===== src/cprs_defs.vh =====
// Constants shared by the control port redirect and soft reset block
`ifndef CPRS_DEFS_VH
`define CPRS_DEFS_VH

// ****************************************
// Register offsets
// ****************************************
`define CPRS_REG_SYS_CTRL_ONE 8'h03
`define CPRS_REG_IF_CTRL      8'h06
`define CPRS_REG_STATUS       8'h07
`define CPRS_REG_KEY          8'h08

// ****************************************
// Field positions
// ****************************************
`define CPRS_BIT_SW_RESET     14
`define CPRS_HOLD_MSB         11
`define CPRS_HOLD_LSB         10
`define CPRS_BIT_SEC_SEL      15
`define CPRS_ADDR_MSB         14
`define CPRS_ADDR_LSB         13
`define CPRS_STS_RST_BIT      0
`define CPRS_STS_CONF_MSB     2
`define CPRS_STS_CONF_LSB     1
`define CPRS_KEY_OPEN_BIT     0

// ****************************************
// Reset values and codes
// ****************************************
`define CPRS_HOLD_RST         2'h3
`define CPRS_SEC_SEL_RST      1'h1
`define CPRS_ADDR_SEL_RST     2'h0
`define CPRS_CONF_RST         2'h0
`define CPRS_CONF_DEV         2'h0
`define CPRS_KEY_VALUE        16'h5AC3
`define CPRS_SYNC_RST         6'h0F

// ****************************************
// Bus addresses (7-bit)
// ****************************************
`define CPRS_PRIMARY_ADDR_SELECT_00      7'h34
`define CPRS_PRIMARY_ADDR_SELECT_01      7'h36
`define CPRS_PRIMARY_ADDR_SELECT_10      7'h3C
`define CPRS_PRIMARY_ADDR_SELECT_11      7'h3E

// ****************************************
// Power states seen from outside
// ****************************************
`define CPRS_PWR_OFF          2'h0
`define CPRS_PWR_PRE_ACTIVE   2'h1
`define CPRS_PWR_ACTIVE       2'h2
`define CPRS_PWR_HIBERNATE    2'h3

// ****************************************
// Timing
// ****************************************
`define CPRS_CLK_PERIOD_NS    8
`define CPRS_HOLD_BASE_NS     15000000
`define CPRS_BYTE_LAST        3'h7

`endif


===== src/cprs_sync.v =====
// Two flip-flop synchroniser for a vector of asynchronous pin levels
`timescale 1ns/1ps
module cprs_sync
#(
    parameter       W       = 6,
    parameter [W-1:0] RST_VAL = {W{1'b0}}
)
(
    input  wire         clk,
    input  wire         rst,
    input  wire [W-1:0] din,
    output wire [W-1:0] dout
);

    reg [W-1:0] meta_q;
    reg [W-1:0] sync_q;

    // First stage feeds only the second stage
    always @(posedge clk)
    begin
        if (rst)
        begin
            meta_q <= RST_VAL;
            sync_q <= RST_VAL;
        end
        else
        begin
            meta_q <= din;
            sync_q <= meta_q;
        end
    end

    assign dout = sync_q;

endmodule


===== src/cprs_rst_timer.v =====
// Timed low pulse for the host and memory reset lines
`timescale 1ns/1ps
module cprs_rst_timer
#(
    parameter CW       = 24,
    parameter BASE_CYC = 1875000
)
(
    input  wire       clk,
    input  wire       rst,
    input  wire       start,
    input  wire [1:0] sel,
    output wire       rst_n
);

    reg  [CW-1:0] cnt_q;
    reg           rst_n_q;
    wire [31:0]   span_w;
    wire [31:0]   load_w;

    // Each step of the hold code doubles the base time
    assign span_w = BASE_CYC << sel;
    assign load_w = span_w - 32'h1;

    // A new start restarts the full hold even mid-pulse
    always @(posedge clk)
    begin
        if (rst)
        begin
            cnt_q   <= {CW{1'b0}};
            rst_n_q <= 1'b1;
        end
        else if (start)
        begin
            cnt_q   <= load_w[CW-1:0];
            rst_n_q <= 1'b0;
        end
        else if (!rst_n_q)
        begin
            if (cnt_q == {CW{1'b0}})
                rst_n_q <= 1'b1;
            else
                cnt_q <= cnt_q - {{(CW-1){1'b0}}, 1'b1};
        end
    end

    assign rst_n = rst_n_q;

endmodule


===== src/cprs_top.v =====
// Two-wire control port with pin redirection, address select and soft reset
`timescale 1ns/1ps
`include "cprs_defs.vh"

module cprs_top
#(
    parameter HOLD_BASE_CYC = (`CPRS_HOLD_BASE_NS + `CPRS_CLK_PERIOD_NS - 1) / `CPRS_CLK_PERIOD_NS,
    parameter HOLD_CW       = 24
)
(
    input  wire       CORE_CLK,
    input  wire       RST,
    input  wire [1:0] PWR_STATE,
    input  wire       CONFIG_MODE_PIN_HIGH,
    input  wire       CONFIG_MODE_PIN_LOW,
    input  wire       PRIMARY_SCL,
    input  wire       PRIMARY_SDA_I,
    output wire       PRIMARY_SDA_O,
    output wire       PRIMARY_SDA_OE_N,
    input  wire       SECONDARY_CLOCK_PIN_I,
    input  wire       SECONDARY_DATA_PIN_I,
    output wire       SECONDARY_DATA_PIN_O,
    output wire       SECONDARY_DATA_PIN_OE_N,
    output wire       HOST_RESET_N_O,
    output wire       HOST_RESET_N_OE_N,
    output wire       MEMORY_RESET_N,
    output wire       DEVELOPMENT_MODE,
    output wire       SECONDARY_ACTIVE
);

    // ****************************************
    // Declarations
    // ****************************************
    localparam [2:0] S_IDLE = 3'h0;
    localparam [2:0] S_RX   = 3'h1;
    localparam [2:0] S_ACK  = 3'h2;
    localparam [2:0] S_TX   = 3'h3;
    localparam [2:0] S_MACK = 3'h4;
    localparam [2:0] S_TXW  = 3'h5;

    localparam [1:0] K_ADDR = 2'h0;
    localparam [1:0] K_REG  = 2'h1;
    localparam [1:0] K_HI   = 2'h2;
    localparam [1:0] K_LO   = 2'h3;

    wire [5:0]  pins_s;
    wire        pri_scl_s;
    wire        pri_sda_s;
    wire        sec_scl_s;
    wire        sec_sda_s;
    wire [1:0]  conf_s;
    wire        dev_mode_w;
    wire        route_sec_w;
    wire        scl_w;
    wire        sda_w;
    wire [6:0]  primary_addr_select_w;
    wire        scl_rise_w;
    wire        scl_fall_w;
    wire        start_w;
    wire        stop_w;
    wire        sw_start_w;
    wire        host_rst_n;
    wire [7:0]  rx_byte_w;
    wire [1:0]  kind_next_w;

    reg  [1:0]  conf_q;
    reg         scl_prev_q;
    reg         sda_prev_q;
    reg  [2:0]  st_q;
    reg  [1:0]  kind_q;
    reg  [2:0]  cnt_q;
    reg  [7:0]  sh_q;
    reg  [7:0]  tx_sh_q;
    reg         tx_hi_q;
    reg         rw_q;
    reg         drive_q;
    reg  [7:0]  reg_q;
    reg  [7:0]  hi_q;
    reg         wr_stb_q;
    reg  [15:0] wr_data_q;
    reg         wr_sec_q;
    reg  [1:0]  hold_q;
    reg         sec_sel_q;
    reg  [1:0]  addr_sel_q;
    reg         unlocked_q;
    reg  [15:0] rd_word;

    // Primary port address chosen by the two-bit select code
    function [6:0] addr_lookup;
        input [1:0] sel;
        begin
            case (sel)
                2'h0:    addr_lookup = `CPRS_PRIMARY_ADDR_SELECT_00;
                2'h1:    addr_lookup = `CPRS_PRIMARY_ADDR_SELECT_01;
                2'h2:    addr_lookup = `CPRS_PRIMARY_ADDR_SELECT_10;
                default: addr_lookup = `CPRS_PRIMARY_ADDR_SELECT_11;
            endcase
        end
    endfunction

    // ****************************************
    // Pin synchronisers
    // ****************************************
    // Bus lines idle high, mode pins reset to the development code
    cprs_sync
    #(
        .W       (6),
        .RST_VAL (`CPRS_SYNC_RST)
    )
    u_sync
    (
        .clk  (CORE_CLK),
        .rst  (RST),
        .din  ({CONFIG_MODE_PIN_HIGH, CONFIG_MODE_PIN_LOW, SECONDARY_DATA_PIN_I,
                SECONDARY_CLOCK_PIN_I, PRIMARY_SDA_I, PRIMARY_SCL}),
        .dout (pins_s)
    );

    assign pri_scl_s = pins_s[0];
    assign pri_sda_s = pins_s[1];
    assign sec_scl_s = pins_s[2];
    assign sec_sda_s = pins_s[3];
    assign conf_s    = pins_s[5:4];

    // ****************************************
    // Mode capture
    // ****************************************
    // Tracks the pins while OFF and freezes on the way out, so a stray
    // change during operation cannot move the port under a live host
    always @(posedge CORE_CLK)
    begin
        if (RST)
            conf_q <= `CPRS_CONF_RST;
        else if (PWR_STATE == `CPRS_PWR_OFF)
            conf_q <= conf_s;
    end

    assign dev_mode_w = (conf_q == `CPRS_CONF_DEV);

    // ****************************************
    // Port routing and address
    // ****************************************
    // The engine runs in every power state, so OFF and PRE-ACTIVE work too
    assign route_sec_w = dev_mode_w & sec_sel_q;
    assign scl_w       = route_sec_w ? sec_scl_s : pri_scl_s;
    assign sda_w       = route_sec_w ? sec_sda_s : pri_sda_s;

    // Custom modes ignore the select code and keep the fixed address
    assign primary_addr_select_w = (route_sec_w || !dev_mode_w) ? `CPRS_PRIMARY_ADDR_SELECT_00
                                                     : addr_lookup(addr_sel_q);

    // Line edges and bus conditions
    assign scl_rise_w  = scl_w & ~scl_prev_q;
    assign scl_fall_w  = ~scl_w & scl_prev_q;
    assign start_w     = scl_w & scl_prev_q & sda_prev_q & ~sda_w;
    assign stop_w      = scl_w & scl_prev_q & ~sda_prev_q & sda_w;
    assign rx_byte_w   = {sh_q[6:0], sda_w};
    assign kind_next_w = (kind_q == K_LO) ? K_HI : kind_q + 2'h1;

    always @(posedge CORE_CLK)
    begin
        if (RST)
        begin
            scl_prev_q <= 1'b1;
            sda_prev_q <= 1'b1;
        end
        else
        begin
            scl_prev_q <= scl_w;
            sda_prev_q <= sda_w;
        end
    end

    // ****************************************
    // Serial engine
    // ****************************************
    // While the data line is held low for an acknowledge, start and stop
    // are not looked at: only clock falls may release it
    always @(posedge CORE_CLK)
    begin
        if (RST)
        begin
            st_q      <= S_IDLE;
            kind_q    <= K_ADDR;
            cnt_q     <= 3'h0;
            sh_q      <= 8'h00;
            tx_sh_q   <= 8'h00;
            tx_hi_q   <= 1'b1;
            rw_q      <= 1'b0;
            drive_q   <= 1'b0;
            reg_q     <= 8'h00;
            hi_q      <= 8'h00;
            wr_stb_q  <= 1'b0;
            wr_data_q <= 16'h0000;
            wr_sec_q  <= 1'b0;
        end
        else
        begin
            wr_stb_q <= 1'b0;
            if (start_w && !drive_q)
            begin
                st_q   <= S_RX;
                kind_q <= K_ADDR;
                cnt_q  <= 3'h0;
            end
            else if (stop_w && !drive_q)
                st_q <= S_IDLE;
            else
            begin
                case (st_q)
                    S_RX:
                    begin
                        if (scl_rise_w)
                        begin
                            sh_q  <= rx_byte_w;
                            cnt_q <= cnt_q + 3'h1;
                            if (cnt_q == `CPRS_BYTE_LAST)
                            begin
                                st_q <= S_ACK;
                                case (kind_q)
                                    K_ADDR:
                                    begin
                                        rw_q    <= sda_w;
                                        tx_hi_q <= 1'b1;
                                        if (sh_q[6:0] != primary_addr_select_w)
                                            st_q <= S_IDLE;
                                    end
                                    K_REG:   reg_q <= rx_byte_w;
                                    K_HI:    hi_q  <= rx_byte_w;
                                    default:
                                    begin
                                        // Acts before the acknowledge clock
                                        wr_stb_q  <= 1'b1;
                                        wr_data_q <= {hi_q, rx_byte_w};
                                        wr_sec_q  <= route_sec_w;
                                    end
                                endcase
                            end
                        end
                    end
                    S_ACK:
                    begin
                        if (scl_fall_w)
                        begin
                            if (!drive_q)
                                drive_q <= 1'b1;
                            else if (kind_q == K_ADDR && rw_q)
                            begin
                                st_q    <= S_TX;
                                tx_sh_q <= rd_word[15:8];
                                drive_q <= ~rd_word[15];
                                tx_hi_q <= 1'b0;
                                cnt_q   <= 3'h0;
                            end
                            else
                            begin
                                drive_q <= 1'b0;
                                st_q    <= S_RX;
                                kind_q  <= kind_next_w;
                                cnt_q   <= 3'h0;
                            end
                        end
                    end
                    S_TX:
                    begin
                        if (scl_fall_w)
                        begin
                            if (cnt_q == `CPRS_BYTE_LAST)
                            begin
                                drive_q <= 1'b0;
                                st_q    <= S_MACK;
                            end
                            else
                            begin
                                cnt_q   <= cnt_q + 3'h1;
                                tx_sh_q <= {tx_sh_q[6:0], 1'b0};
                                drive_q <= ~tx_sh_q[6];
                            end
                        end
                    end
                    S_MACK:
                    begin
                        // A missing acknowledge ends the read
                        if (scl_rise_w)
                            st_q <= sda_w ? S_IDLE : S_TXW;
                    end
                    S_TXW:
                    begin
                        if (scl_fall_w)
                        begin
                            st_q    <= S_TX;
                            tx_sh_q <= tx_hi_q ? rd_word[15:8] : rd_word[7:0];
                            drive_q <= tx_hi_q ? ~rd_word[15] : ~rd_word[7];
                            tx_hi_q <= ~tx_hi_q;
                            cnt_q   <= 3'h0;
                        end
                    end
                    default: st_q <= S_IDLE;
                endcase
            end
        end
    end

    // ****************************************
    // Register file
    // ****************************************
    // Reset command needs an open key; a wrong key value closes it again
    assign sw_start_w = wr_stb_q && (reg_q == `CPRS_REG_SYS_CTRL_ONE)
                        && wr_data_q[`CPRS_BIT_SW_RESET] && unlocked_q;

    always @(posedge CORE_CLK)
    begin
        if (RST)
        begin
            hold_q     <= `CPRS_HOLD_RST;
            sec_sel_q  <= `CPRS_SEC_SEL_RST;
            addr_sel_q <= `CPRS_ADDR_SEL_RST;
            unlocked_q <= 1'b0;
        end
        else if (wr_stb_q)
        begin
            case (reg_q)
                `CPRS_REG_SYS_CTRL_ONE:
                    hold_q <= wr_data_q[`CPRS_HOLD_MSB:`CPRS_HOLD_LSB];
                `CPRS_REG_IF_CTRL:
                begin
                    sec_sel_q <= wr_data_q[`CPRS_BIT_SEC_SEL];
                    if (wr_sec_q && dev_mode_w)
                        addr_sel_q <= wr_data_q[`CPRS_ADDR_MSB:`CPRS_ADDR_LSB];
                end
                `CPRS_REG_KEY:
                    unlocked_q <= (wr_data_q == `CPRS_KEY_VALUE);
                default:
                    unlocked_q <= unlocked_q;
            endcase
        end
    end

    // Read view; the reset command bit is never stored and reads 0
    always @*
    begin
        rd_word = 16'h0000;
        case (reg_q)
            `CPRS_REG_SYS_CTRL_ONE:
                rd_word[`CPRS_HOLD_MSB:`CPRS_HOLD_LSB] = hold_q;
            `CPRS_REG_IF_CTRL:
            begin
                rd_word[`CPRS_BIT_SEC_SEL]               = sec_sel_q;
                rd_word[`CPRS_ADDR_MSB:`CPRS_ADDR_LSB]   = addr_sel_q;
            end
            `CPRS_REG_STATUS:
            begin
                rd_word[`CPRS_STS_RST_BIT]                   = ~host_rst_n;
                rd_word[`CPRS_STS_CONF_MSB:`CPRS_STS_CONF_LSB] = conf_q;
            end
            `CPRS_REG_KEY:
                rd_word[`CPRS_KEY_OPEN_BIT] = unlocked_q;
            default:
                rd_word = 16'h0000;
        endcase
    end

    // ****************************************
    // Reset pulse
    // ****************************************
    cprs_rst_timer
    #(
        .CW       (HOLD_CW),
        .BASE_CYC (HOLD_BASE_CYC)
    )
    u_timer
    (
        .clk   (CORE_CLK),
        .rst   (RST),
        .start (sw_start_w),
        .sel   (sw_start_w ? wr_data_q[`CPRS_HOLD_MSB:`CPRS_HOLD_LSB] : hold_q),
        .rst_n (host_rst_n)
    );

    // ****************************************
    // Outputs
    // ****************************************
    // Open-drain: data is always low, the enable decides
    assign HOST_RESET_N_O          = 1'b0;
    assign HOST_RESET_N_OE_N       = host_rst_n;
    assign MEMORY_RESET_N          = host_rst_n;
    assign PRIMARY_SDA_O           = 1'b0;
    assign PRIMARY_SDA_OE_N        = ~(drive_q & ~route_sec_w);
    assign SECONDARY_DATA_PIN_O    = 1'b0;
    assign SECONDARY_DATA_PIN_OE_N = ~(drive_q & route_sec_w);
    assign DEVELOPMENT_MODE        = dev_mode_w;
    assign SECONDARY_ACTIVE        = route_sec_w;

endmodule


===== config.mk =====
export PLATFORM = sky130hd
export DESIGN_NAME = cprs_top
export DESIGN_NICKNAME = d
export VERILOG_FILES = /design/src/cprs_sync.v /design/src/cprs_rst_timer.v /design/src/cprs_top.v
export VERILOG_INCLUDE_DIRS = /design/src
export SDC_FILE = /design/constraint.sdc
export NUM_CORES = 1
export LEC_CHECK = 0
export ABC_CLOCK_PERIOD_IN_PS = 8800
export BUFFER_PORTS_ARGS = -buffer_cell sky130_fd_sc_hd__buf_4
export CAP_MARGIN = 5
export CORE_MARGIN = 2
export CORE_UTILIZATION = 40
export DETAILED_ROUTE_END_ITERATION = 6
export GPL_TIMING_DRIVEN = 0
export SLEW_MARGIN = 20
export SYNTH_ARGS = -nofsm -noshare
export SYNTH_HDL_FRONTEND = slang
export SYNTH_SLANG_ARGS = --single-unit

===== constraint.sdc =====
create_clock -name CORE_CLK -period 8.8 [get_ports CORE_CLK]
set_clock_uncertainty 0.2 [all_clocks]
set_input_delay 0.44 -clock CORE_CLK [delete_from_list [all_inputs] [get_ports CORE_CLK]]
set_output_delay 0.44 -clock CORE_CLK [all_outputs]
set_load 0.05 [all_outputs]

# Word-level counts from Yosys, hierarchy flattened
# Cells that the tools add are included.
[word_totals] reg_bits=106 output_inout_bits=9 word_cells=198
[classes] addsub=4 eq_ne=38 n_shift=1 n_mux=63 n_bitwise=28 n_reduce_logical=39
[op_table] cell="$mux W24" n=3
[op_table] cell="$mux W7" n=8
[op_table] cell="$mux W3" n=16
[op_table] cell="$sub A24 B1 Y24 const B" n=2
[op_table] cell="$ne A4 B4 Y1 const B" n=8
[op_table] cell="$reduce_and A6 Y1" n=5
[op_table] cell="$ne A2 B2 Y1 const B" n=13
[op_table] cell="$logic_not A24 Y1" n=1
[op_table] cell="$reduce_and A8 Y1" n=3
[op_table] cell="$shl A21 B2 Y24 const A" n=1
[op_table] cell="$mux W1" n=22
[op_table] cell="$pmux W7 S3" n=1
[op_table] cell="$not A1 Y1" n=18
[op_table] cell="$eq A16 B15 Y1 const B" n=1
[op_table] cell="$eq A8 B3 Y1 const B" n=2
[op_table] cell="$pmux W3 S5" n=1
[op_table] cell="$mux W2" n=7
[op_table] cell="$pmux W3 S4" n=1
[op_table] cell="$pmux W4 S3" n=1
[op_table] cell="$and A1 B1 Y1" n=10
[op_table] cell="$reduce_and A10 Y1" n=1
[op_table] cell="$eq A3 B3 Y1 const B" n=3
[op_table] cell="$reduce_and A9 Y1" n=1
[op_table] cell="$eq A8 B2 Y1 const B" n=1
[op_table] cell="23 further kinds" n=43

# Longest topological paths before layout
# Gate-level depths: netlist (run 1).
[logic_depth] depth_word=12 ltp_mapped=14

# Modules after synthesis
# Synthesis (run 1) repeated with hierarchy kept, for this count alone.
[hier_totals] hier_cells=658 area_unflattened_um2=5561.6
[by_module_without_submodules] mod="cprs_top" n_inst=1 cells_each=405 area_per_inst_um2=3410.8
[by_module_without_submodules] mod="cprs_rst_timer" n_inst=1 cells_each=228 area_per_inst_um2=1821.7
[by_module_without_submodules] mod="cprs_sync" n_inst=1 cells_each=25 area_per_inst_um2=329.1

# Least setup slack after synthesis (run 1)
# OpenSTA, ideal clock, no wires.
[synth_timing] path_kind="flip-flop to flip-flop" startpoint="register reg_q[7]" endpoint="register u_timer.cnt_q[22]" t_arrival_ps=2736 slack_ps=5731 path_stages_with_launch=12 period_less_slack_ps=3069 path_cell_list="dfxtp_1 nor4_1 nand4_1 clkbuf_1 clkbuf_1 nand2_1 ha_1 nand2_1 or4_1 nor4b_1 xnor2_1 a21oi_1"
[synth_between] elab_chain_cells=8 word_cells_on_any_way=11
[synth_rtl] item="start: declaration" line="cprs_top.v:77" text="reg [7:0] reg_q;"
[synth_rtl] item="start signal: assignment" line="cprs_top.v:228" text="K_REG: reg_q <= rx_byte_w;"
[synth_rtl] item="$eq A8 B2 Y1 (*)"
[synth_rtl] item="$logic_and A1 B1 Y1 (*) (3 in series)" line="cprs_top.v:308" text="assign sw_start_w = wr_stb_q && (reg_q == `CPRS_REG_SYS_CTRL_ONE)"
[synth_rtl] item="$mux W2" line="cprs_top.v:376" text=".sel (sw_start_w ? wr_data_q[`CPRS_HOLD_MSB:`CPRS_HOLD_LSB] : hold_q),"
[synth_rtl] item="$shl A21 B2 Y24" line="cprs_rst_timer.v:22" text="assign span_w = BASE_CYC << sel;"
[synth_rtl] item="$sub A24 B1 Y24" line="cprs_rst_timer.v:23" text="assign load_w = span_w - 32'h1;"
[synth_rtl] item="$mux W24" line="cprs_rst_timer.v:33" text="else if (start)"
[synth_rtl] item="end signal: assignment" line="cprs_rst_timer.v:30" text="cnt_q <= {CW{1'b0}};"
[synth_rtl] item="end signal: assignment" line="cprs_rst_timer.v:35" text="cnt_q <= load_w[CW-1:0];"
[synth_rtl] item="end signal: assignment" line="cprs_rst_timer.v:43" text="cnt_q <= cnt_q - {{(CW-1){1'b0}}, 1'b1};"
[synth_rtl] item="end: declaration" line="cprs_rst_timer.v:16" text="reg [CW-1:0] cnt_q;"
# Mark *: on every way between the ends. The rest lies on a longest branch, timed or not.
# A chain may end at the register's enable or synchronous reset.

# Final worst setup path (run 1)
[layout_timing] startpoint="register reg_q[7]" endpoint="register u_timer.cnt_q[20]"
# The elaborated chain is that of the path after synthesis.

==> results of run 1 <==
[cells in the final DEF, fill, tap and decap left out, types with 5 or more instances in the layout]
cell and n:
sky130_fd_sc_hd__a211oi_1 11, sky130_fd_sc_hd__a21o_1 7, sky130_fd_sc_hd__a21oi_1 51, sky130_fd_sc_hd__a311oi_1 5, sky130_fd_sc_hd__a31oi_1 5, sky130_fd_sc_hd__buf_2 7, sky130_fd_sc_hd__buf_4 20, sky130_fd_sc_hd__clkbuf_1 23
sky130_fd_sc_hd__clkbuf_16 9, sky130_fd_sc_hd__dfxtp_1 106, sky130_fd_sc_hd__ha_1 9, sky130_fd_sc_hd__inv_1 7, sky130_fd_sc_hd__mux2i_1 23, sky130_fd_sc_hd__nand2_1 80, sky130_fd_sc_hd__nand2b_1 18, sky130_fd_sc_hd__nand3_1 16
sky130_fd_sc_hd__nand3b_1 6, sky130_fd_sc_hd__nand4_1 9, sky130_fd_sc_hd__nor2_1 78, sky130_fd_sc_hd__nor2b_1 10, sky130_fd_sc_hd__nor3_1 13, sky130_fd_sc_hd__nor4_1 6, sky130_fd_sc_hd__o21ai_0 13, sky130_fd_sc_hd__or2_2 9
sky130_fd_sc_hd__or3_1 5, sky130_fd_sc_hd__xnor2_1 12, sky130_fd_sc_hd__xor2_1 7
[synth_stat cells, types with 11 or more instances]
master	number
sky130_fd_sc_hd__dfxtp_1	106
sky130_fd_sc_hd__nand2_1	80
sky130_fd_sc_hd__nor2_1	78
sky130_fd_sc_hd__a21oi_1	51
sky130_fd_sc_hd__clkbuf_1	23
sky130_fd_sc_hd__mux2i_1	23
sky130_fd_sc_hd__nand2b_1	18
sky130_fd_sc_hd__nand3_1	16
sky130_fd_sc_hd__nor3_1	13
sky130_fd_sc_hd__o21ai_0	13
sky130_fd_sc_hd__xnor2_1	12
sky130_fd_sc_hd__a211oi_1	11
[flip-flops by register name, summed over array words and instances, names as in the netlist, 2 cells and up]
name           cells
hold_q             2
u_timer.cnt_q     24
st_q               3
conf_q             2
cnt_q              3
kind_q             2
u_sync.dout        6
wr_data_q         16
sh_q               7
addr_sel_q         2
hi_q               8
u_sync.meta_q      6
reg_q              8
tx_sh_q            7
[how the worst max path moves through the flow]
stage                         from                 to  slack [ns]  depth (start not counted)
after CTS                 reg_q[7]  u_timer.cnt_q[20]        4.67                         11
after detailed placement  reg_q[7]  u_timer.cnt_q[20]        4.71                         11
final                     reg_q[7]  u_timer.cnt_q[20]        4.64                         11
after global placement    reg_q[7]  u_timer.cnt_q[20]        4.71                         11
after global routing      reg_q[7]  u_timer.cnt_q[20]        4.25                         11
after floorplan           reg_q[7]  u_timer.cnt_q[22]        5.73                         11
[stage by stage]
stage          setup WS [ns]  power [mW]
6_report                4.64       0.979
5_1_grt                 4.25        1.02
4_1_cts                 4.67       0.988
3_5_place_dp            4.71       0.553
3_3_place_gp            4.71       0.553
2_1_floorplan           5.73       0.538
[layout make-up]
cell class	count	area (um2)	share of cell area, %
plain buffers	37	178	3.06
clock buffers	9	225	3.88
clock inverters	7	101	1.74
inverters	8	30.0	0.517
multi-input cells	466	2830	48.8
flip-flops and latches	106	2120	36.5
well taps	172	215	3.70
repair buffers	14	105	1.81
[power groups by stage]
| stage | registers, mW | clock network (mW) | logic (mW) |
|---|---|---|---|
| global route | 0.489 | 0.471 | 0.0595 |
| finish | 0.488 | 0.437 | 0.0543 |
| global placement | 0.499 | 0 | 0.0538 |
| floorplan | 0.498 | 0 | 0.0394 |
| detailed placement | 0.499 | 0 | 0.0538 |
| CTS | 0.488 | 0.445 | 0.0541 |
[cell families (layout without fill, tap and decap cells)]
group | Yosys count | count (layout) | share of synthesized area [%]
AO/OA/AOI/OAI | 127 | 127 | 16.9
XOR/XNOR | 19 | 19 | 3.23
adder cells (fa/ha/maj) | 9 | 9 | 2.18
buffers and inverters | 45 | 75 | 4.03
flip-flops | 106 | 106 | 41.2
multiplexers | 25 | 25 | 4.90
other | 1 | 3 | 0.0727
AND/OR/NAND/NOR | 283 | 283 | 27.5
[worst reg2reg max path: stages, from the launching register on]
cell and delay [ns]:
sky130_fd_sc_hd__dfxtp_1 0.32, sky130_fd_sc_hd__nor4_1 0.67, sky130_fd_sc_hd__nand4_1 0.32, sky130_fd_sc_hd__clkbuf_1 0.29, sky130_fd_sc_hd__clkbuf_1 0.31, sky130_fd_sc_hd__nand2_1 0.15, sky130_fd_sc_hd__ha_1 0.30, sky130_fd_sc_hd__nand2b_1 0.11
sky130_fd_sc_hd__nor3_1 0.61, sky130_fd_sc_hd__nand2_1 0.26, sky130_fd_sc_hd__or3_1 0.39, sky130_fd_sc_hd__a31oi_1 0.17
[layer usage]
metal | track usage [%] | up-vias
li1 | - | 2215
met5 | 0 | -
met2 | 32.2 | 80
met4 | 7.68 | 0
met3 | 2.76 | 24
met1 | 24.8 | 2130
==> metrics, run 1 <==
worst ir drop on vdd=91.0 uV; placed inst area=5480 um2; sequential element share of the synthesized area=41.2%; worst path cell trace=nor4_1 -> nand4_1 -> clkbuf_1 -> clkbuf_1 -> nand2_1 -> ha_1 -> nand2b_1 -> nor3_1 -> nand2_1 -> or3_1 -> a31oi_1; grt total ovfl=0; Die Area=13800 um2; number of buffers inserted to repair setup after CTS=0; Hold Slack=0.0631 ns; ANT cells=0; combinational share of power=5.5%; final weighted congestion of routability-driven global placement=0.900; Cells after DPL=803; DRT Pass-1 Iters=5; Num CTS Buffers=9; result of the run=finished clean; library cells used by synthesis=73; Setup crit end kind=register; share of total power in the clock network=44.6%; met3 wire len=353 um; hold path startpoint=PRIMARY_SCL; via total after detailed routing=4449; static leakage=2.14 nW; flip-flop cell with the highest count after synthesis=sky130_fd_sc_hd__dfxtp_1; endpoint of the worst hold path=u_sync.meta_q[0]; Yosys top cell by area=sky130_fd_sc_hd__dfxtp_1; count of yosys warnings during synthesis=0; switching portion of total power=22.9%; largest net degree at the start of global routing=19; wire length of the first global-routing pass=21400 um; clock transition at the register clock pins on the worst setup and hold paths after CTS=0.07 ns; number of flops mapped to enable cells by yosys=0; number of cells upsized or downsized after cts=0; post-synthesis instance area=5150 um2; Via-to-Cell Ratio=5.43; mean cell area of the mapped netlist=8.38 um2; top layer reached by signal wires=met4; number of antenna violations at the first check in global routing=0; final worst-path cycle share=47.3%; setup slack of the most critical reg-to-reg path=4.64 ns; fin. max-slew vios=0; Num Clock Sinks=106; count of cells along the worst hold path=2; count of hold buffers inserted by post-cts repair=0; reg-to-reg critical path endpoint=u_timer.cnt_q[20]; Met1 Routed Length=5990 um; library cell contributing the largest single delay on the critical path=sky130_fd_sc_hd__nor4_1; fraction of layout instances using a drive strength above 1=10.8%; detailed placement HPWL=9400 um; class of the most critical hold timing path=input pin to register; Starting DRT DRC Count=337; share of the core filled with cells=46.0%; proportion of register bits with asynchronous set or reset after synthesis=0%; io pins=19; final routed wirelength across all metal layers=12700 um; maximum single-stage delay on the critical path=0.67 ns; Post-layout nets=661; CTS Root Cell=sky130_fd_sc_hd__clkbuf_16; number of buffer and inverter stages on the critical path=2; total global routing track utilization=19.1%; clock tree from TritonCTS=yes; Final setup violation count=0; vertical die dimension=118 um; Wirelength per Cell=15.5 um; Data arrival, critical path=4.24 ns; number of core rows=41; internal cell power=755 uW; clock insertion delay at the later pin of the skew report=0.36 ns; maximum capacitance violations=0; Critical Setup Path Class=register to register; highest net fanout along the worst path=10; slew of the pin with the lowest slew margin=0.748 ns; Area Overhead vs Synth=12.7%; wire length on met2=6040 um; via count of the first global-routing pass=4285; family with the most delay on the worst path=simple AND/OR/NAND/NOR gates; post-synthesis sequential element count=106; number of levels in the clock H-tree=3; crit path launch type=register; setup TNS after final layout=0 ns; power per cell area=169 nW/um2; effective utilization at floorplan=40.8%; Post-Layout Cell Count=819; Chip Width=118 um; ranking of synthesized cells by area=sky130_fd_sc_hd__dfxtp_1 (41%), sky130_fd_sc_hd__nand2_1 (5.8%), sky130_fd_sc_hd__nor2_1 (5.7%); fillcell total=1315; Slew headroom=48.7%; RSZ-0062 raised after global routing=no; R2R Path Start=reg_q[7]; clock tree buffer depth=2; sequential power share=49.9%; number of I/O port buffers=14; fin crit period=4.16 ns; Fin. Hold Viols=0; fraction of post-synthesis cell area in the top cell type by area=41.2%; core area=12600 um2; endpoint required time on the critical path=8.88 ns; number of cells traversed by the worst register-to-register path=11; Post-Layout Inst Area=5810 um2; Net Switching=224 uW; DRC Markers=0; achievable clock frequency=240 MHz; synthesized instance count=615; Routed Antenna Nets=0
No activity file was read; power rests on OpenSTA's default activity.
==> run 2, diff against run 1 <==
--- a/config.mk
+++ b/config.mk
@@ -6,7 +6,7 @@
 export SDC_FILE = /design/constraint.sdc
 export NUM_CORES = 1
 export LEC_CHECK = 0
-export ABC_CLOCK_PERIOD_IN_PS = 8800
+export ABC_CLOCK_PERIOD_IN_PS = 3900
 export BUFFER_PORTS_ARGS = -buffer_cell sky130_fd_sc_hd__buf_4
 export CAP_MARGIN = 5
 export CORE_MARGIN = 2
==> constraint.sdc (replaced) <==
create_clock -name CORE_CLK -period 3.9 [get_ports CORE_CLK]
set_clock_uncertainty 0.2 [all_clocks]
set_input_delay 0.195 -clock CORE_CLK [delete_from_list [all_inputs] [get_ports CORE_CLK]]
set_output_delay 0.195 -clock CORE_CLK [all_outputs]
set_load 0.05 [all_outputs]
==> metrics, run 2 (synthesized netlist as in run 1, its figures left out) <==
Data arrival, critical path=3.63 ns; endpoint required time on the critical path=3.94 ns; grt total ovfl=0; number of buffers inserted to repair setup after CTS=0; Hold Slack=0.210 ns; Wirelength per Cell=15.5 um; DRC Markers=0; class of the most critical hold timing path=register to register; total global routing track utilization=19.3%; final weighted congestion of routability-driven global placement=0.900; Final setup violation count=0; Routed Antenna Nets=0; clock tree from TritonCTS=yes; largest net degree at the start of global routing=19; global-route track usage on met3=2.71%; result of the run=finished clean; final worst-path cycle share=92.1%; Starting DRT DRC Count=281; io pins=19; clock tree buffer depth=2; layer with the highest usage=met2; static leakage=2.19 nW; leading cell type in the layout, fill and taps excluded=sky130_fd_sc_hd__dfxtp_1; achievable clock frequency=278 MHz; met2 usage in global routing=32.5%; worst path cell trace=nor4bb_1 -> nand4_1 -> clkbuf_1 -> clkbuf_2 -> nand2_1 -> ha_1 -> nand2_1 -> or4_1 -> nor4b_1 -> xnor2_1 -> a21oi_1; pre-CTS setup slack=-0.191 ns; library cell contributing the largest single delay on the critical path=sky130_fd_sc_hd__or4_1; fin. max-slew vios=0; number of buffer and inverter stages on the critical path=2; maximum capacitance violations=0; Fin. Hold Viols=0; family with the most delay on the worst path=simple AND/OR/NAND/NOR gates; via count of the first global-routing pass=4321; fin crit period=3.59 ns; CTS Root Cell=sky130_fd_sc_hd__clkbuf_16; highest-count cells in the layout ignoring fill and taps=sky130_fd_sc_hd__dfxtp_1 (106), sky130_fd_sc_hd__nand2_1 (80), sky130_fd_sc_hd__nor2_1 (78); core area=12600 um2; final routed wirelength across all metal layers=12800 um; number of antenna violations at the first check in global routing=0; CP dominant cell by count=sky130_fd_sc_hd__nand2_1; power per cell area=374 nW/um2; RSZ-0062 raised after global routing=no; slew of the pin with the lowest slew margin=0.751 ns; number of I/O port buffers=14; registers with the highest flip-flop counts=u_timer.cnt_q x24, wr_data_q x16; register with the highest flop count=u_timer.cnt_q; Area Overhead vs Synth=15.0%; Via-to-Cell Ratio=5.39; effective utilization at floorplan=40.8%; clock transition at the register clock pins on the worst setup and hold paths after CTS=0.07 ns; DRT Pass-1 Iters=5; Setup crit end kind=register; via total after detailed routing=4469; Post-layout nets=671; Num Clock Sinks=106; detailed placement HPWL=9400 um; worst ir drop on vdd=206 uV; flip-flop count of the largest register after layout=24; maximum single-stage delay on the critical path=0.49 ns; highest net fanout along the worst path=10; number of levels in the clock H-tree=3; fraction of layout instances using a drive strength above 1=11.1%; vertical die dimension=118 um; Chip Width=118 um; ANT cells=0; Num CTS Buffers=9; Slew headroom=48.5%; wire length of the first global-routing pass=21500 um; Critical Setup Path Class=register to register; number of core rows=41; GR Layer Usage met1=24.9%; clock insertion delay at the later pin of the skew report=0.36 ns; crit path launch type=register; setup slack after layout=0.306 ns; Die Area=13800 um2
run 2: cell types whose count changed in the layout (fill, tap and decap cells not counted), sizes merged:
cell	delta
dlygate4sd3	+10
run 2: report_power, final:
group          internal [mW]  leakage (nW)  switching (mW)  total (mW)
Sequential              1.09         0.857         0.00901        1.10
Combinational         0.0511          1.18          0.0796       0.131
Clock                  0.567         0.152           0.418       0.985
Total                   1.71          2.19           0.507        2.22
run 2: final timing paths:
check,end,startpoint,slack [ns],cells after the start
worst max register to register,u_timer.cnt_q[22],reg_q[0],0.31,11
worst min-delay path,u_sync.dout[1],u_sync.meta_q[1],0.21,1
worst max-delay path,u_timer.cnt_q[22],reg_q[0],0.31,11
worst min register to register,u_sync.dout[1],u_sync.meta_q[1],0.21,1
run 2: stage by stage:
stage	TNS, ns	utilization [%]	area, um2	cells	power (mW)
floorplan	0	-	5160	617	1.21
global placement	-0.306	43.4	5480	803	1.25
detailed placement	-0.314	43.4	5480	803	1.25
CTS	0	46.9	5920	829	2.24
global route	0	47.0	5930	829	2.31
finish	0	47.0	5930	829	2.22
run 2: layer usage:
layer  part of all wire [%]  up-vias
met1                     47     2136
met3                    3.1       22
met4                    2.1        0
met2                     48       74
li1                       -     2237
met5                      0        -
run 2: what timing repair did:
| action | 4_1_cts | 5_1_grt |
|---|---|---|
| gates resized for setup | 2 | 3 |
| setup endpoints to repair | 5 | 3 |
| pin swaps | 0 | 0 |
| gates cloned | 0 | 0 |
| endpoints found under the hold margin | 8 | 0 |
| hold buffers | 10 | 0 |
run 2: final cells by class:
type / instances / area, um2
clock buffers: 9 / 225
repair buffers: 24 / 205
fillers: 1295 / 6690
plain buffers: 37 / 179
multi-input cells: 466 / 2850
clock inverters: 7 / 101
inverters: 8 / 30.0
well taps: 172 / 215
flip-flops and latches: 106 / 2120
